$ cat src/rtl/acp_pkg.sv
// Constants, types and decode helpers shared by the address and bus-control port logic.
// Assumes a single 100 MHz clock and APB register access with word-indexed addresses.
//
// Summary of operation
// - ROM-less expanded modes: upper pins drive address.
// - ROM expanded mode: direction selects address or input.
// - ROM expanded mode resets to inputs; software enables.
// - Single-chip: upper pins follow direction bits.
// - Pull-up on only if control 1, direction 0.
// - Reset, hardware standby clear pull-ups; software standby keeps.
// - ROM-less expanded modes: pull-ups always off.
// - Expanded modes: bus pins drive store, read, address strobes.
// - Expanded modes: hold pin follows direction unless hold.
// - Hold input chosen by area enables and mode select.
// - Single-chip: bus pins follow direction bits.
// - Bus direction register write-only, reads all ones.
// - Reset, hardware standby init bus direction; standby keeps.
// - Software standby: output pins keep driving.
// - Bus data read: stored if output, else pin.
// - Bus data bit 7 ignores writes, reads one.
// - Bits 6,2,1 stored; read stored or one.
// - Reset, hardware standby init bus data; standby keeps.
// - Upper data read: stored if output, else pin.
// - Upper direction initialised with high nibble set.
package acp_pkg;

  // Word indices of the registers; the APB byte address is four times the index.
  localparam int          ADDR_W           = 18;
  localparam logic [15:0] IDX_UPPER_DIR    = 16'hFFC8;
  localparam logic [15:0] IDX_BUS_DIR      = 16'hFFC9;
  localparam logic [15:0] IDX_UPPER_DATA   = 16'hFFCA;
  localparam logic [15:0] IDX_BUS_DATA     = 16'hFFCB;
  localparam logic [15:0] IDX_UPPER_PULLUP = 16'hFFDB;

  // Reset values.
  localparam logic [7:0]  UPPER_DIR_RST    = 8'hF0;
  localparam logic [7:0]  UPPER_DATA_RST   = 8'hF0;
  localparam logic [7:0]  UPPER_PULLUP_RST = 8'hF0;
  localparam logic [7:0]  BUS_DIR_RST      = 8'h80;
  localparam logic [7:0]  BUS_DATA_RST     = 8'h80;
  localparam logic [7:0]  WRITE_ONLY_READ  = 8'hFF;
  localparam logic [7:0]  ALL_AREAS_ON     = 8'hFF;
  localparam logic [3:0]  RESERVED_NIBBLE  = 4'hF;

  // Field positions of the bus-control port.
  localparam int BUS_BIT_HOLD   = 0;
  localparam int BUS_BIT_STROBE = 3;
  localparam int BUS_BIT_READ   = 4;
  localparam int BUS_BIT_STORE  = 5;
  localparam int BUS_BIT_SPARE  = 6;
  localparam int BUS_BIT_FIXED  = 7;
  localparam int PORT_W         = 4;

  // Operating mode codes on the mode pins.
  localparam logic [2:0] MODE_EXP_A   = 3'h1;
  localparam logic [2:0] MODE_EXP_B   = 3'h3;
  localparam logic [2:0] MODE_EXP_ROM = 3'h5;

  typedef enum logic [1:0] {ACP_EXP_NOROM, ACP_EXP_ROM, ACP_SINGLE} acp_mode_t;

  // Output value and enable of a four-pin port travel together.
  typedef struct packed {
    logic [PORT_W-1:0] out;
    logic [PORT_W-1:0] oe;
  } acp_pins_t;

  // Undefined mode codes fall back to single-chip so no pin is forced out.
  function automatic acp_mode_t acp_mode_class(input logic [2:0] mode);
    if (mode == MODE_EXP_A || mode == MODE_EXP_B) begin
      return ACP_EXP_NOROM;
    end else if (mode == MODE_EXP_ROM) begin
      return ACP_EXP_ROM;
    end else begin
      return ACP_SINGLE;
    end
  endfunction : acp_mode_class

  // Register bit that serves bus-port pin k (pins 0..3 carry bits 0, 3, 4, 5).
  function automatic int acp_bus_bit(input int k);
    return (k == 0) ? BUS_BIT_HOLD : (BUS_BIT_STROBE + k - 1);
  endfunction : acp_bus_bit

endpackage : acp_pkg

$ cat src/rtl/acp_bus_pins.sv
// Pin multiplexer for the four-pin bus-control port (register bits 5, 4, 3 and 0).
// Assumes strobes and area enables arrive from the bus controller on this clock.
module acp_bus_pins (
  input  wire acp_pkg::acp_mode_t  mode_class,
  input  wire logic                hw_standby,
  input  wire logic [7:0]          direction,
  input  wire logic [7:0]          data,
  input  wire logic                store_strobe_n,
  input  wire logic                read_strobe_n,
  input  wire logic                address_strobe_n,
  input  wire logic [7:0]          per_area_hold_enable,
  input  wire logic                hold_mode_select_hi,
  input  wire logic                hold_pin_level,
  output acp_pkg::acp_pins_t       pins,
  output logic                     hold_request_n
);

  logic expanded;
  logic hold_sel;

  // In the expanded modes the hold input is taken whenever any area enable bit is clear or the high mode is chosen.
  assign expanded = (mode_class != acp_pkg::ACP_SINGLE);
  assign hold_sel = expanded & ((per_area_hold_enable != acp_pkg::ALL_AREAS_ON)
                              | hold_mode_select_hi);

  // An idle bus controller sees the request line released high.
  assign hold_request_n = hold_sel ? hold_pin_level : 1'b1;

  // Strobes override direction bits; the hold pin stays an input while it is taken.
  for (genvar k = 0; k < acp_pkg::PORT_W; k++) begin : g_pin
    localparam int B = acp_pkg::acp_bus_bit(k);
    always_comb begin
      pins.out[k] = data[B];
      pins.oe[k]  = 1'b0;
      if (!hw_standby) begin
        if (!expanded) begin
          pins.oe[k] = direction[B];
        end else if (B == acp_pkg::BUS_BIT_HOLD) begin
          pins.oe[k] = direction[B] & ~hold_sel;
        end else begin
          pins.oe[k] = 1'b1;
          if (B == acp_pkg::BUS_BIT_STORE) begin
            pins.out[k] = store_strobe_n;
          end else if (B == acp_pkg::BUS_BIT_READ) begin
            pins.out[k] = read_strobe_n;
          end else begin
            pins.out[k] = address_strobe_n;
          end
        end
      end
    end
  end

endmodule : acp_bus_pins

$ cat src/rtl/acp_ports.sv
// Register file and top level of the upper-address port and the bus-control port.
// Assumes an APB master on pclk, pins sampled as synchronous inputs, and mode pins
// that are stable while the device runs. Software standby stops nothing here.
module acp_ports (
  input  wire logic                          pclk,
  input  wire logic                          presetn,
  input  wire logic                          psel,
  input  wire logic                          penable,
  input  wire logic                          pwrite,
  input  wire logic [acp_pkg::ADDR_W-1:0]    paddr,
  input  wire logic [31:0]                   pwdata,
  output logic [31:0]                        prdata,
  output logic                               pready,
  output logic                               pslverr,
  input  wire logic [2:0]                    mode,
  input  wire logic                          hw_standby,
  input  wire logic [3:0]                    upper_addr,
  input  wire logic                          store_strobe_n,
  input  wire logic                          read_strobe_n,
  input  wire logic                          address_strobe_n,
  input  wire logic [7:0]                    per_area_hold_enable,
  input  wire logic                          hold_mode_select_hi,
  output logic                               hold_request_n,
  input  wire logic [3:0]                    upper_pin_in,
  output acp_pkg::acp_pins_t                 upper_pin,
  output logic [3:0]                         upper_pullup_en,
  input  wire logic [3:0]                    bus_pin_in,
  output acp_pkg::acp_pins_t                 bus_pin
);

  acp_pkg::acp_mode_t mode_class;
  logic [3:0]         upper_addr_port_direction;
  logic [3:0]         upper_addr_port_data;
  logic [3:0]         upper_addr_port_pullup_ctrl;
  logic [6:0]         bus_port_direction;
  logic [6:0]         bus_port_data;
  logic [7:0]         bus_dir_full;
  logic [7:0]         bus_data_full;
  logic [7:0]         bus_pin_level;
  logic [15:0]        index;
  logic               word_ok;
  logic               hit_upper_dir;
  logic               hit_bus_dir;
  logic               hit_upper_data;
  logic               hit_bus_data;
  logic               hit_pullup;
  logic               mapped;
  logic               wr_go;
  logic [7:0]         next_rdata;

  // Byte address is four times the word index; the low two bits must be zero.
  assign index          = paddr[acp_pkg::ADDR_W-1:2];
  assign word_ok        = (paddr[1:0] == 2'h0);
  assign hit_upper_dir  = word_ok && (index == acp_pkg::IDX_UPPER_DIR);
  assign hit_bus_dir    = word_ok && (index == acp_pkg::IDX_BUS_DIR);
  assign hit_upper_data = word_ok && (index == acp_pkg::IDX_UPPER_DATA);
  assign hit_bus_data   = word_ok && (index == acp_pkg::IDX_BUS_DATA);
  assign hit_pullup     = word_ok && (index == acp_pkg::IDX_UPPER_PULLUP);
  assign mapped         = hit_upper_dir | hit_bus_dir | hit_upper_data | hit_bus_data | hit_pullup;
  assign wr_go          = psel & penable & pwrite & mapped;

  // Every access completes in its first access cycle; unmapped ones report an error.
  assign pready  = 1'b1;
  assign pslverr = psel & penable & ~mapped;

  assign mode_class = acp_pkg::acp_mode_class(mode);

  // Upper direction: hardware standby behaves like reset, software standby simply holds.
  always_ff @(posedge pclk or negedge presetn) begin
    if (!presetn) begin
      upper_addr_port_direction <= acp_pkg::UPPER_DIR_RST[3:0];
    end else if (hw_standby) begin
      upper_addr_port_direction <= acp_pkg::UPPER_DIR_RST[3:0];
    end else if (wr_go && hit_upper_dir) begin
      upper_addr_port_direction <= pwdata[3:0];
    end
  end

  // Upper data register.
  always_ff @(posedge pclk or negedge presetn) begin
    if (!presetn) begin
      upper_addr_port_data <= acp_pkg::UPPER_DATA_RST[3:0];
    end else if (hw_standby) begin
      upper_addr_port_data <= acp_pkg::UPPER_DATA_RST[3:0];
    end else if (wr_go && hit_upper_data) begin
      upper_addr_port_data <= pwdata[3:0];
    end
  end

  // Pull-up control; clearing it turns the pull-ups off at reset and keeps them off after hardware standby.
  always_ff @(posedge pclk or negedge presetn) begin
    if (!presetn) begin
      upper_addr_port_pullup_ctrl <= acp_pkg::UPPER_PULLUP_RST[3:0];
    end else if (hw_standby) begin
      upper_addr_port_pullup_ctrl <= acp_pkg::UPPER_PULLUP_RST[3:0];
    end else if (wr_go && hit_pullup) begin
      upper_addr_port_pullup_ctrl <= pwdata[3:0];
    end
  end

  // Bus direction: bit 7 is not stored at all; bits 6, 2, 1 are kept only for data readback.
  always_ff @(posedge pclk or negedge presetn) begin
    if (!presetn) begin
      bus_port_direction <= acp_pkg::BUS_DIR_RST[6:0];
    end else if (hw_standby) begin
      bus_port_direction <= acp_pkg::BUS_DIR_RST[6:0];
    end else if (wr_go && hit_bus_dir) begin
      bus_port_direction <= pwdata[6:0];
    end
  end

  // Bus data: bit 7 is not stored and reads back as one.
  always_ff @(posedge pclk or negedge presetn) begin
    if (!presetn) begin
      bus_port_data <= acp_pkg::BUS_DATA_RST[6:0];
    end else if (hw_standby) begin
      bus_port_data <= acp_pkg::BUS_DATA_RST[6:0];
    end else if (wr_go && hit_bus_data) begin
      bus_port_data <= pwdata[6:0];
    end
  end

  assign bus_dir_full  = {1'b1, bus_port_direction};
  assign bus_data_full = {1'b1, bus_port_data};

  // Spread the four bus pins back onto their register bit positions; unpinned bits read one.
  always_comb begin
    bus_pin_level                          = acp_pkg::WRITE_ONLY_READ;
    bus_pin_level[acp_pkg::BUS_BIT_HOLD]   = bus_pin_in[0];
    bus_pin_level[acp_pkg::BUS_BIT_STROBE] = bus_pin_in[1];
    bus_pin_level[acp_pkg::BUS_BIT_READ]   = bus_pin_in[2];
    bus_pin_level[acp_pkg::BUS_BIT_STORE]  = bus_pin_in[3];
  end

  // Read mux; output bits return the latch, input bits return the pin.
  always_comb begin
    next_rdata = 8'h00;
    if (hit_upper_dir || hit_bus_dir) begin
      next_rdata = acp_pkg::WRITE_ONLY_READ;
    end else if (hit_upper_data) begin
      next_rdata = {acp_pkg::RESERVED_NIBBLE,
                    (upper_addr_port_direction & upper_addr_port_data)
                  | (~upper_addr_port_direction & upper_pin_in)};
    end else if (hit_bus_data) begin
      next_rdata = (bus_dir_full & bus_data_full) | (~bus_dir_full & bus_pin_level);
    end else if (hit_pullup) begin
      next_rdata = {acp_pkg::RESERVED_NIBBLE, upper_addr_port_pullup_ctrl};
    end
  end

  // Read data is captured in the setup cycle so it comes from a flip-flop in the access cycle.
  always_ff @(posedge pclk or negedge presetn) begin
    if (!presetn) begin
      prdata <= 32'h0000_0000;
    end else if (psel && !penable && !pwrite) begin
      prdata <= {24'h00_0000, next_rdata};
    end
  end

  acp_upper_pins u_upper (
    .mode_class  (mode_class),
    .hw_standby  (hw_standby),
    .direction   (upper_addr_port_direction),
    .data        (upper_addr_port_data),
    .pullup_ctrl (upper_addr_port_pullup_ctrl),
    .upper_addr  (upper_addr),
    .pins        (upper_pin),
    .pullup_en   (upper_pullup_en)
  );

  acp_bus_pins u_bus (
    .mode_class           (mode_class),
    .hw_standby           (hw_standby),
    .direction            (bus_dir_full),
    .data                 (bus_data_full),
    .store_strobe_n       (store_strobe_n),
    .read_strobe_n        (read_strobe_n),
    .address_strobe_n     (address_strobe_n),
    .per_area_hold_enable (per_area_hold_enable),
    .hold_mode_select_hi  (hold_mode_select_hi),
    .hold_pin_level       (bus_pin_in[0]),
    .pins                 (bus_pin),
    .hold_request_n       (hold_request_n)
  );

endmodule : acp_ports

$ cat src/rtl/acp_upper_pins.sv
// Pin multiplexer for the four-pin upper-address port.
// Assumes register values come from flip-flops in the parent; the upper address is passed straight from its input port.
module acp_upper_pins (
  input  wire acp_pkg::acp_mode_t  mode_class,
  input  wire logic                hw_standby,
  input  wire logic [3:0]          direction,
  input  wire logic [3:0]          data,
  input  wire logic [3:0]          pullup_ctrl,
  input  wire logic [3:0]          upper_addr,
  output acp_pkg::acp_pins_t       pins,
  output logic [3:0]               pullup_en
);

  // Each pin is decided on its own; hardware standby floats every pin.
  for (genvar k = 0; k < acp_pkg::PORT_W; k++) begin : g_pin
    always_comb begin
      pins.out[k]  = data[k];
      pins.oe[k]   = 1'b0;
      pullup_en[k] = 1'b0;
      if (!hw_standby) begin
        case (mode_class)
          acp_pkg::ACP_EXP_NOROM: begin
            pins.out[k] = upper_addr[k];
            pins.oe[k]  = 1'b1;
          end
          acp_pkg::ACP_EXP_ROM: begin
            pins.out[k]  = upper_addr[k];
            pins.oe[k]   = direction[k];
            pullup_en[k] = pullup_ctrl[k] & ~direction[k];
          end
          default: begin
            pins.oe[k]   = direction[k];
            pullup_en[k] = pullup_ctrl[k] & ~direction[k];
          end
        endcase
      end
    end
  end

  // Pull-ups in the ROM-less expanded modes never leave the default off above.

endmodule : acp_upper_pins

$ cat config.mk
export PLATFORM = sky130hd
export DESIGN_NAME = acp_ports
export DESIGN_NICKNAME = d
export VERILOG_FILES = /design/src/rtl/acp_pkg.sv /design/src/rtl/acp_bus_pins.sv /design/src/rtl/acp_ports.sv /design/src/rtl/acp_upper_pins.sv
export SDC_FILE = /design/constraint.sdc
export NUM_CORES = 1
export LEC_CHECK = 0
export ABC_AREA = 0
export BUFFER_PORTS_ARGS = -buffer_cell sky130_fd_sc_hd__buf_2
export CELL_PAD_IN_SITES_DETAIL_PLACEMENT = 0
export CELL_PAD_IN_SITES_GLOBAL_PLACEMENT = 1
export CORE_MARGIN = 4
export CORE_UTILIZATION = 34
export CTS_BUF_LIST = sky130_fd_sc_hd__clkbuf_4 sky130_fd_sc_hd__clkbuf_8
export CTS_CLUSTER_SIZE = 24
export DETAILED_ROUTE_END_ITERATION = 10
export PLACE_DENSITY = 0.94
export REMOVE_ABC_BUFFERS = 1
export SYNTH_ARGS = -nofsm -noshare
export SYNTH_HDL_FRONTEND = slang
export SYNTH_HIERARCHICAL = 1
export SYNTH_SLANG_ARGS = --single-unit
$ cat constraint.sdc
create_clock -name pclk -period 1.9 [get_ports pclk]
set_clock_uncertainty 0.1 [all_clocks]
set_input_delay 0.095 -clock pclk [delete_from_list [all_inputs] [get_ports pclk]]
set_output_delay 0.095 -clock pclk [all_outputs]
set_load 0.02 [all_outputs]
# ---- Word level (Yosys, flattened, before mapping)
# Index checks and enable logic that the tools add are counted.
dict set report totals {
  in_bits 83
  ff_bits 34
  out_inout_bits 55
}
dict set report op_classes {
  muxes 55
  reduce_logical 24
  n_bitwise 29
  eq_ne 11
}
# op n
set ops {}
lappend ops {{$eq A16 B16 Y1 const B} 5}
lappend ops {{$mux W1} 39}
lappend ops {{$mux W8} 4}
lappend ops {{$mux W7} 4}
lappend ops {{$mux W4} 6}
lappend ops {{$and A8 B8 Y8} 2}
lappend ops {{$logic_and A1 B1 Y1} 12}
lappend ops {{$and A1 B1 Y1} 10}
lappend ops {{$reduce_bool A2 Y1} 5}
lappend ops {{$and A4 B4 Y4} 2}
lappend ops {{$ne A8 B8 Y1 const B} 1}
lappend ops {{$not A8 Y8} 1}
lappend ops {{$or A8 B8 Y8} 1}
lappend ops {{$not A1 Y1} 6}
lappend ops {{$or A1 B1 Y1} 5}
lappend ops {{$logic_not A2 Y1} 2}
lappend ops {{$mux W2} 2}
lappend ops {{$not A4 Y4} 1}
lappend ops {{$or A4 B4 Y4} 1}
lappend ops {{$eq A3 B1 Y1 const B} 1}
lappend ops {{$eq A3 B2 Y1 const B} 1}
lappend ops {{$eq A3 B3 Y1 const B} 1}
lappend ops {{$eq A2 B1 Y1 const B} 1}
lappend ops {{$logic_not A1 Y1} 2}
lappend ops {{3 further kinds} 4}

# ---- Depth between registers and ports, before layout
dict set report logic_depth {
  ltp_word 10
  ltp_mapped 6
}

# ---- Hierarchy
# Netlist, hierarchy kept.
# module cells_per_inst instances seq_area_each_um2 area_per_inst_um2
set modules_own_cells {}
lappend modules_own_cells {acp_ports 217 1 850.8 2048.2}
lappend modules_own_cells {acp_bus_pins 20 1 0.0 150.1}
lappend modules_own_cells {acp_upper_pins 19 1 0.0 150.1}

# ---- Least setup slack after synthesis
# OpenSTA, ideal clock, no wires.
dict set report synth_path {
  path_kind {input to register}
  startpoint {input port paddr[0] (netlist name)}
  endpoint {register bus_port_direction[2]}
  arrival_ns 1.350
  n_path_buf 2
  setup_time_ns 0.136
  setup_slack_ns 0.314
  cell_stages 6
  cell_sequence {nand4bb_4 or4_4 buf_6 buf_2 o21ai_0 a21oi_1}
}
dict set report synth_between {
  elab_chain_cells 9
}
# item line_no
set synth_rtl {}
lappend synth_rtl {{start: declaration} acp_ports.sv:10} ;# input wire logic [acp_pkg::ADDR_W-1:0] paddr,
lappend synth_rtl {{$logic_not A2 Y1 (*)} acp_ports.sv:53} ;# assign word_ok = (paddr[1:0] == 2'h0);
lappend synth_rtl {{$logic_and A1 B1 Y1, on equally long branches} {acp_ports.sv:54, acp_ports.sv:55}}
lappend synth_rtl {{$or A1 B1 Y1 (4 in a row)} acp_ports.sv:59} ;# assign mapped = hit_upper_dir | hit_bus_dir | hit_upper_data | hit_bus_data | hit_pullup;
lappend synth_rtl {{$and A1 B1 Y1} acp_ports.sv:60} ;# assign wr_go = psel & penable & pwrite & mapped;
lappend synth_rtl {{$logic_and A1 B1 Y1 (*)} acp_ports.sv:107} ;# end else if (wr_go && hit_bus_dir) begin
lappend synth_rtl {{$reduce_bool A2 Y1 (no line) (*)} n/a}
lappend synth_rtl {{end signal: assignment} acp_ports.sv:104} ;# bus_port_direction <= acp_pkg::BUS_DIR_RST[6:0];
lappend synth_rtl {{end signal: assignment} acp_ports.sv:106} ;# bus_port_direction <= acp_pkg::BUS_DIR_RST[6:0];
lappend synth_rtl {{end signal: assignment} acp_ports.sv:108} ;# bus_port_direction <= pwdata[6:0];
lappend synth_rtl {{end: declaration} acp_ports.sv:35} ;# logic [6:0] bus_port_direction;
# Every way passes the cells marked *; elsewhere a longest branch is shown, timed or not.
# A chain may end at the register's enable or synchronous reset.

# ---- Worst setup path after layout
dict set report layout_path {
  startpoint {input port paddr[0] (netlist name)}
  endpoint {output port pslverr}
}
dict set report layout_between {
  elab_chain_cells 8
}
# item line_no
set layout_rtl {}
lappend layout_rtl {{$logic_not A2 Y1 (*)} acp_ports.sv:53}
lappend layout_rtl {{$logic_and A1 B1 Y1, on equally long branches} {acp_ports.sv:54, acp_ports.sv:55}}
lappend layout_rtl {{$or A1 B1 Y1 (3 in a row)} acp_ports.sv:59}
lappend layout_rtl {{$or A1 B1 Y1 (*)} acp_ports.sv:59}
lappend layout_rtl {{$not A1 Y1 (*)} acp_ports.sv:64} ;# assign pslverr = psel & penable & ~mapped;
lappend layout_rtl {{$and A1 B1 Y1 (*)} acp_ports.sv:64}
lappend layout_rtl {{end: declaration} acp_ports.sv:14} ;# output logic pslverr,
# Marked as above.

==> metrics.md <==
| Metric | Value |
|---|---|
| Status | `finished clean` |
| DR pass1 iterations | `4` |
| Crit path capture type | `output pin` |
| Power Dens Cells | `583 nW/um2` |
| Vias in the first global route | `2050` |
| Slew margin rel. | `48.1%` |
| Cts bufs inserted | `5` |
| Max H-tree Level | `2` |
| Met3 Use GR | `4.14%` |
| Setup TNS | `0 ns` |
| Synth cell count leaders | `34 x dfrtp_1, 26 x buf_4, 19 x a21oi_1` |
| Place WS | `0.162 ns` |
| Most instantiated library cell after synthesis | `dfrtp_1` |
| Residual DRC count | `0` |
| Routed WL | `6290 um` |
| Wire per inst | `14.8 um` |
| Vias per Instance | `5.00` |
| Post-synth ARST share | `100%` |
| Total gr overflow | `0` |
| Max stage delay on crit path | `0.35 ns` |
| Crit-path most repeated cell | `buf_2` |
| Crit-path max FO | `15` |
| Initial antenna violation count | `0` |
| Slew Viols, Final | `0` |
| R2R cell count | `3` |
| M1 GR Usage | `19.3%` |
| Distinct cells, synth | `41` |
| Die width | `91.1 um` |
| DRT antenna net count | `0` |
| Routability cong. | `0.769` |
| Leading area contributor after synthesis | `dfrtp_1` |
| Number of synthesized flops with an enable pin | `0` |
| Ys flop type | `dfrtp_1` |
| M2 GR Usage | `25.3%` |
| CP required | `1.70 ns` |
| Ant diodes | `0` |
| CP max-delay cell | `nor4_4` |
| Fmax | `0.671 GHz` |
| First-pass GRT wire length | `10100 um` |
| Dpl hpwl | `4870 um` |
| Synth area leaders | `dfrtp_1 36%, buf_4 8.3%, mux2i_1 6.0%` |
| Synthesized instance count | `256` |
| Clk root buf | `clkbuf_8` |
| Total I/O pin count | `138` |
| Clock sinks | `34` |
| Cell Chain, Critical Path | `buf_2 > nand4bb_4 > nor4_4 > buf_4 > a21oi_1 > buf_2` |
| Clock Pin Slew Worst Setup and Hold Paths | `0.07 ns` |
| CP startpoint kind | `primary input` |
| Clk Latency, worst-skew pair | `0.29 ns` |
| RSZ-0062 raised after global routing | `no` |
| CTS tree | `built` |
| Layout cells sized above 1 | `34.8%` |
| Post-synthesis sequential area ratio | `36.2%` |
| Overall Global Routing Usage | `15.1%` |
| Min-Delay Path Depth | `4` |
| Top delay family on crit path | `simple AND/OR/NAND/NOR gates` |
| Largest net degree at the start of global routing | `35` |
| CTS Buffer Depth | `2` |
| # rows | `30` |
| Die height | `91.1 um` |
| Number of synthesized register bits | `34` |
| IO Port Bufs | `87` |
| Layout area overhead | `25.1%` |
| Worst-Margin Slew | `0.778 ns` |
| DIE AREA | `8300 um2` |
| Mapped cell area | `2350 um2` |
| Leakage | `1.47 nW` |
| Period Utilization, post-route | `78.5%` |
| Worst hold-check path type | `in2reg` |
| Buffer and inverter count on the worst path | `3` |
| Tmin final | `1.49 ns` |
| Ys Warns | `6` |
| CP arrival | `1.30 ns` |
| Max_cap viols | `0` |
| Starting Density | `34.8%` |
| Endpoints failing setup | `0` |
| Via count | `2126` |
| Critical Path Stages | `6` |
| Grt peak-use layer | `met2` |
| Initial DRC Count | `105` |
| Worst vdd ir | `222 uV` |
| Syn Area/Cell | `9.17 um2` |
| Synth top area share | `36.2%` |
| CP Class | `in2out` |
| Nets | `428` |
| Final hold violations | `0` |
| Core ar. | `6760 um2` |
| Setup WS post-layout | `0.409 ns` |
[path summary, 6_finish.rpt]
check	start	endpoint	slack, ns
worst max-delay path	paddr[0]	pslverr	0.41
worst min-delay path	upper_pin_in[1]	prdata[1]	0.15
worst max register to register	upper_addr_port_direction[3]	prdata[3]	0.47
worst min register to register	prdata[0]	prdata[0]	0.39
max in group asynchronous	presetn	prdata[4]	0.88
min in group asynchronous	presetn	upper_addr_port_data[1]	0.32
[power breakdown]
group | internal, mW | leakage, nW | switching, mW
Sequential | 0.724 | 0.475 | 0.00000313
Combinational | 0.117 | 0.941 | 0.190
Clock | 0.420 | 0.0573 | 0.262
Total | 1.26 | 1.47 | 0.452
[cells by family (layout without fill, tap and decap cells)]
logic type | Yosys count | in the layout | share of synthesized area, %
simple gates | 96 | 96 | 26.4
compound gates | 53 | 53 | 12.7
buf+inv | 46 | 112 | 11.9
flops | 34 | 34 | 36.2
mux | 25 | 25 | 12.4
other cells | 2 | 25 | 0.320
[layer usage]
layer | up-vias | share of wire, %
li1 | 1035 | -
met1 | 993 | 41
met2 | 91 | 50
met3 | 7 | 8.3
met4 | 0 | 1.2
met5 | - | 0
[final cells by class]
type                    count  area, um2
fillers                   691       3820
multi-input cells         199       1300
flip-flops and latches     34        851
repair buffers            100        553
well taps                  80        100
clock buffers               6       82.6
clock inverters             1       30.0
inverters                   5       18.8
[placed cells by master (no fill, tap or decap), types with 2 or more instances in the layout]
cell	synthesis	layout
a221oi_1	4	4
nand4_1	18	18
mux2i_1	14	14
buf_2	2	87
conb_1	2	25
nand2b_1	16	16
inv_1	5	5
nand3_1	6	6
nor2_1	9	9
clkbuf_8	0	6
a21oi_1	19	19
nor3b_1	4	4
o21ai_0	13	13
nor2b_1	4	4
nand4b_1	2	2
nand2_1	16	16
o21ai_1	12	12
dfrtp_1	34	34
mux2_2	4	4
mux2_4	7	7
nor3_1	2	2
nor2_4	3	3
buf_4	26	5
and2_1	2	2
dlygate4sd3_1	0	8
and3b_1	3	3
a2111oi_0	2	2
[state kept, by name, indices dropped and copies added, names as in the netlist]
| name | flops |
|---|---|
| bus_port_data | 7 |
| bus_port_direction | 7 |
| prdata | 8 |
| upper_addr_port_data | 4 |
| upper_addr_port_direction | 4 |
| upper_addr_port_pullup_ctrl | 4 |
[through the flow]
step | util [%] | cell area [um2] | power, mW | hold slack [ns] | cells
finish | 43.5 | 2940 | 1.71 | 0.149 | 425
global route | 43.5 | 2940 | 1.78 | 0.156 | 425
CTS | 43.5 | 2940 | 1.72 | 0.140 | 425
detailed placement | 40.6 | 2750 | 1.03 | 0.112 | 410
global placement | 40.6 | 2750 | 1.03 | 0.105 | 410
floorplan | - | 2170 | 0.891 | -0.301 | 238
[worst register-to-register path, cell delays in order, from the launching register on]
cell      delay, ns
dfrtp_1        0.40
mux2_2         0.37
a221oi_1       0.34
o21ai_1        0.10
[what timing repair did]
action / in CTS / in global routing
setup buffers: 0 / 0
resized for setup: 0 / 0
endpoints found under the hold margin: 47 / 0
hold buffers: 8 / 0
endpoints found under the setup margin: 0 / 0
Power figures use the tool's default switching activity.
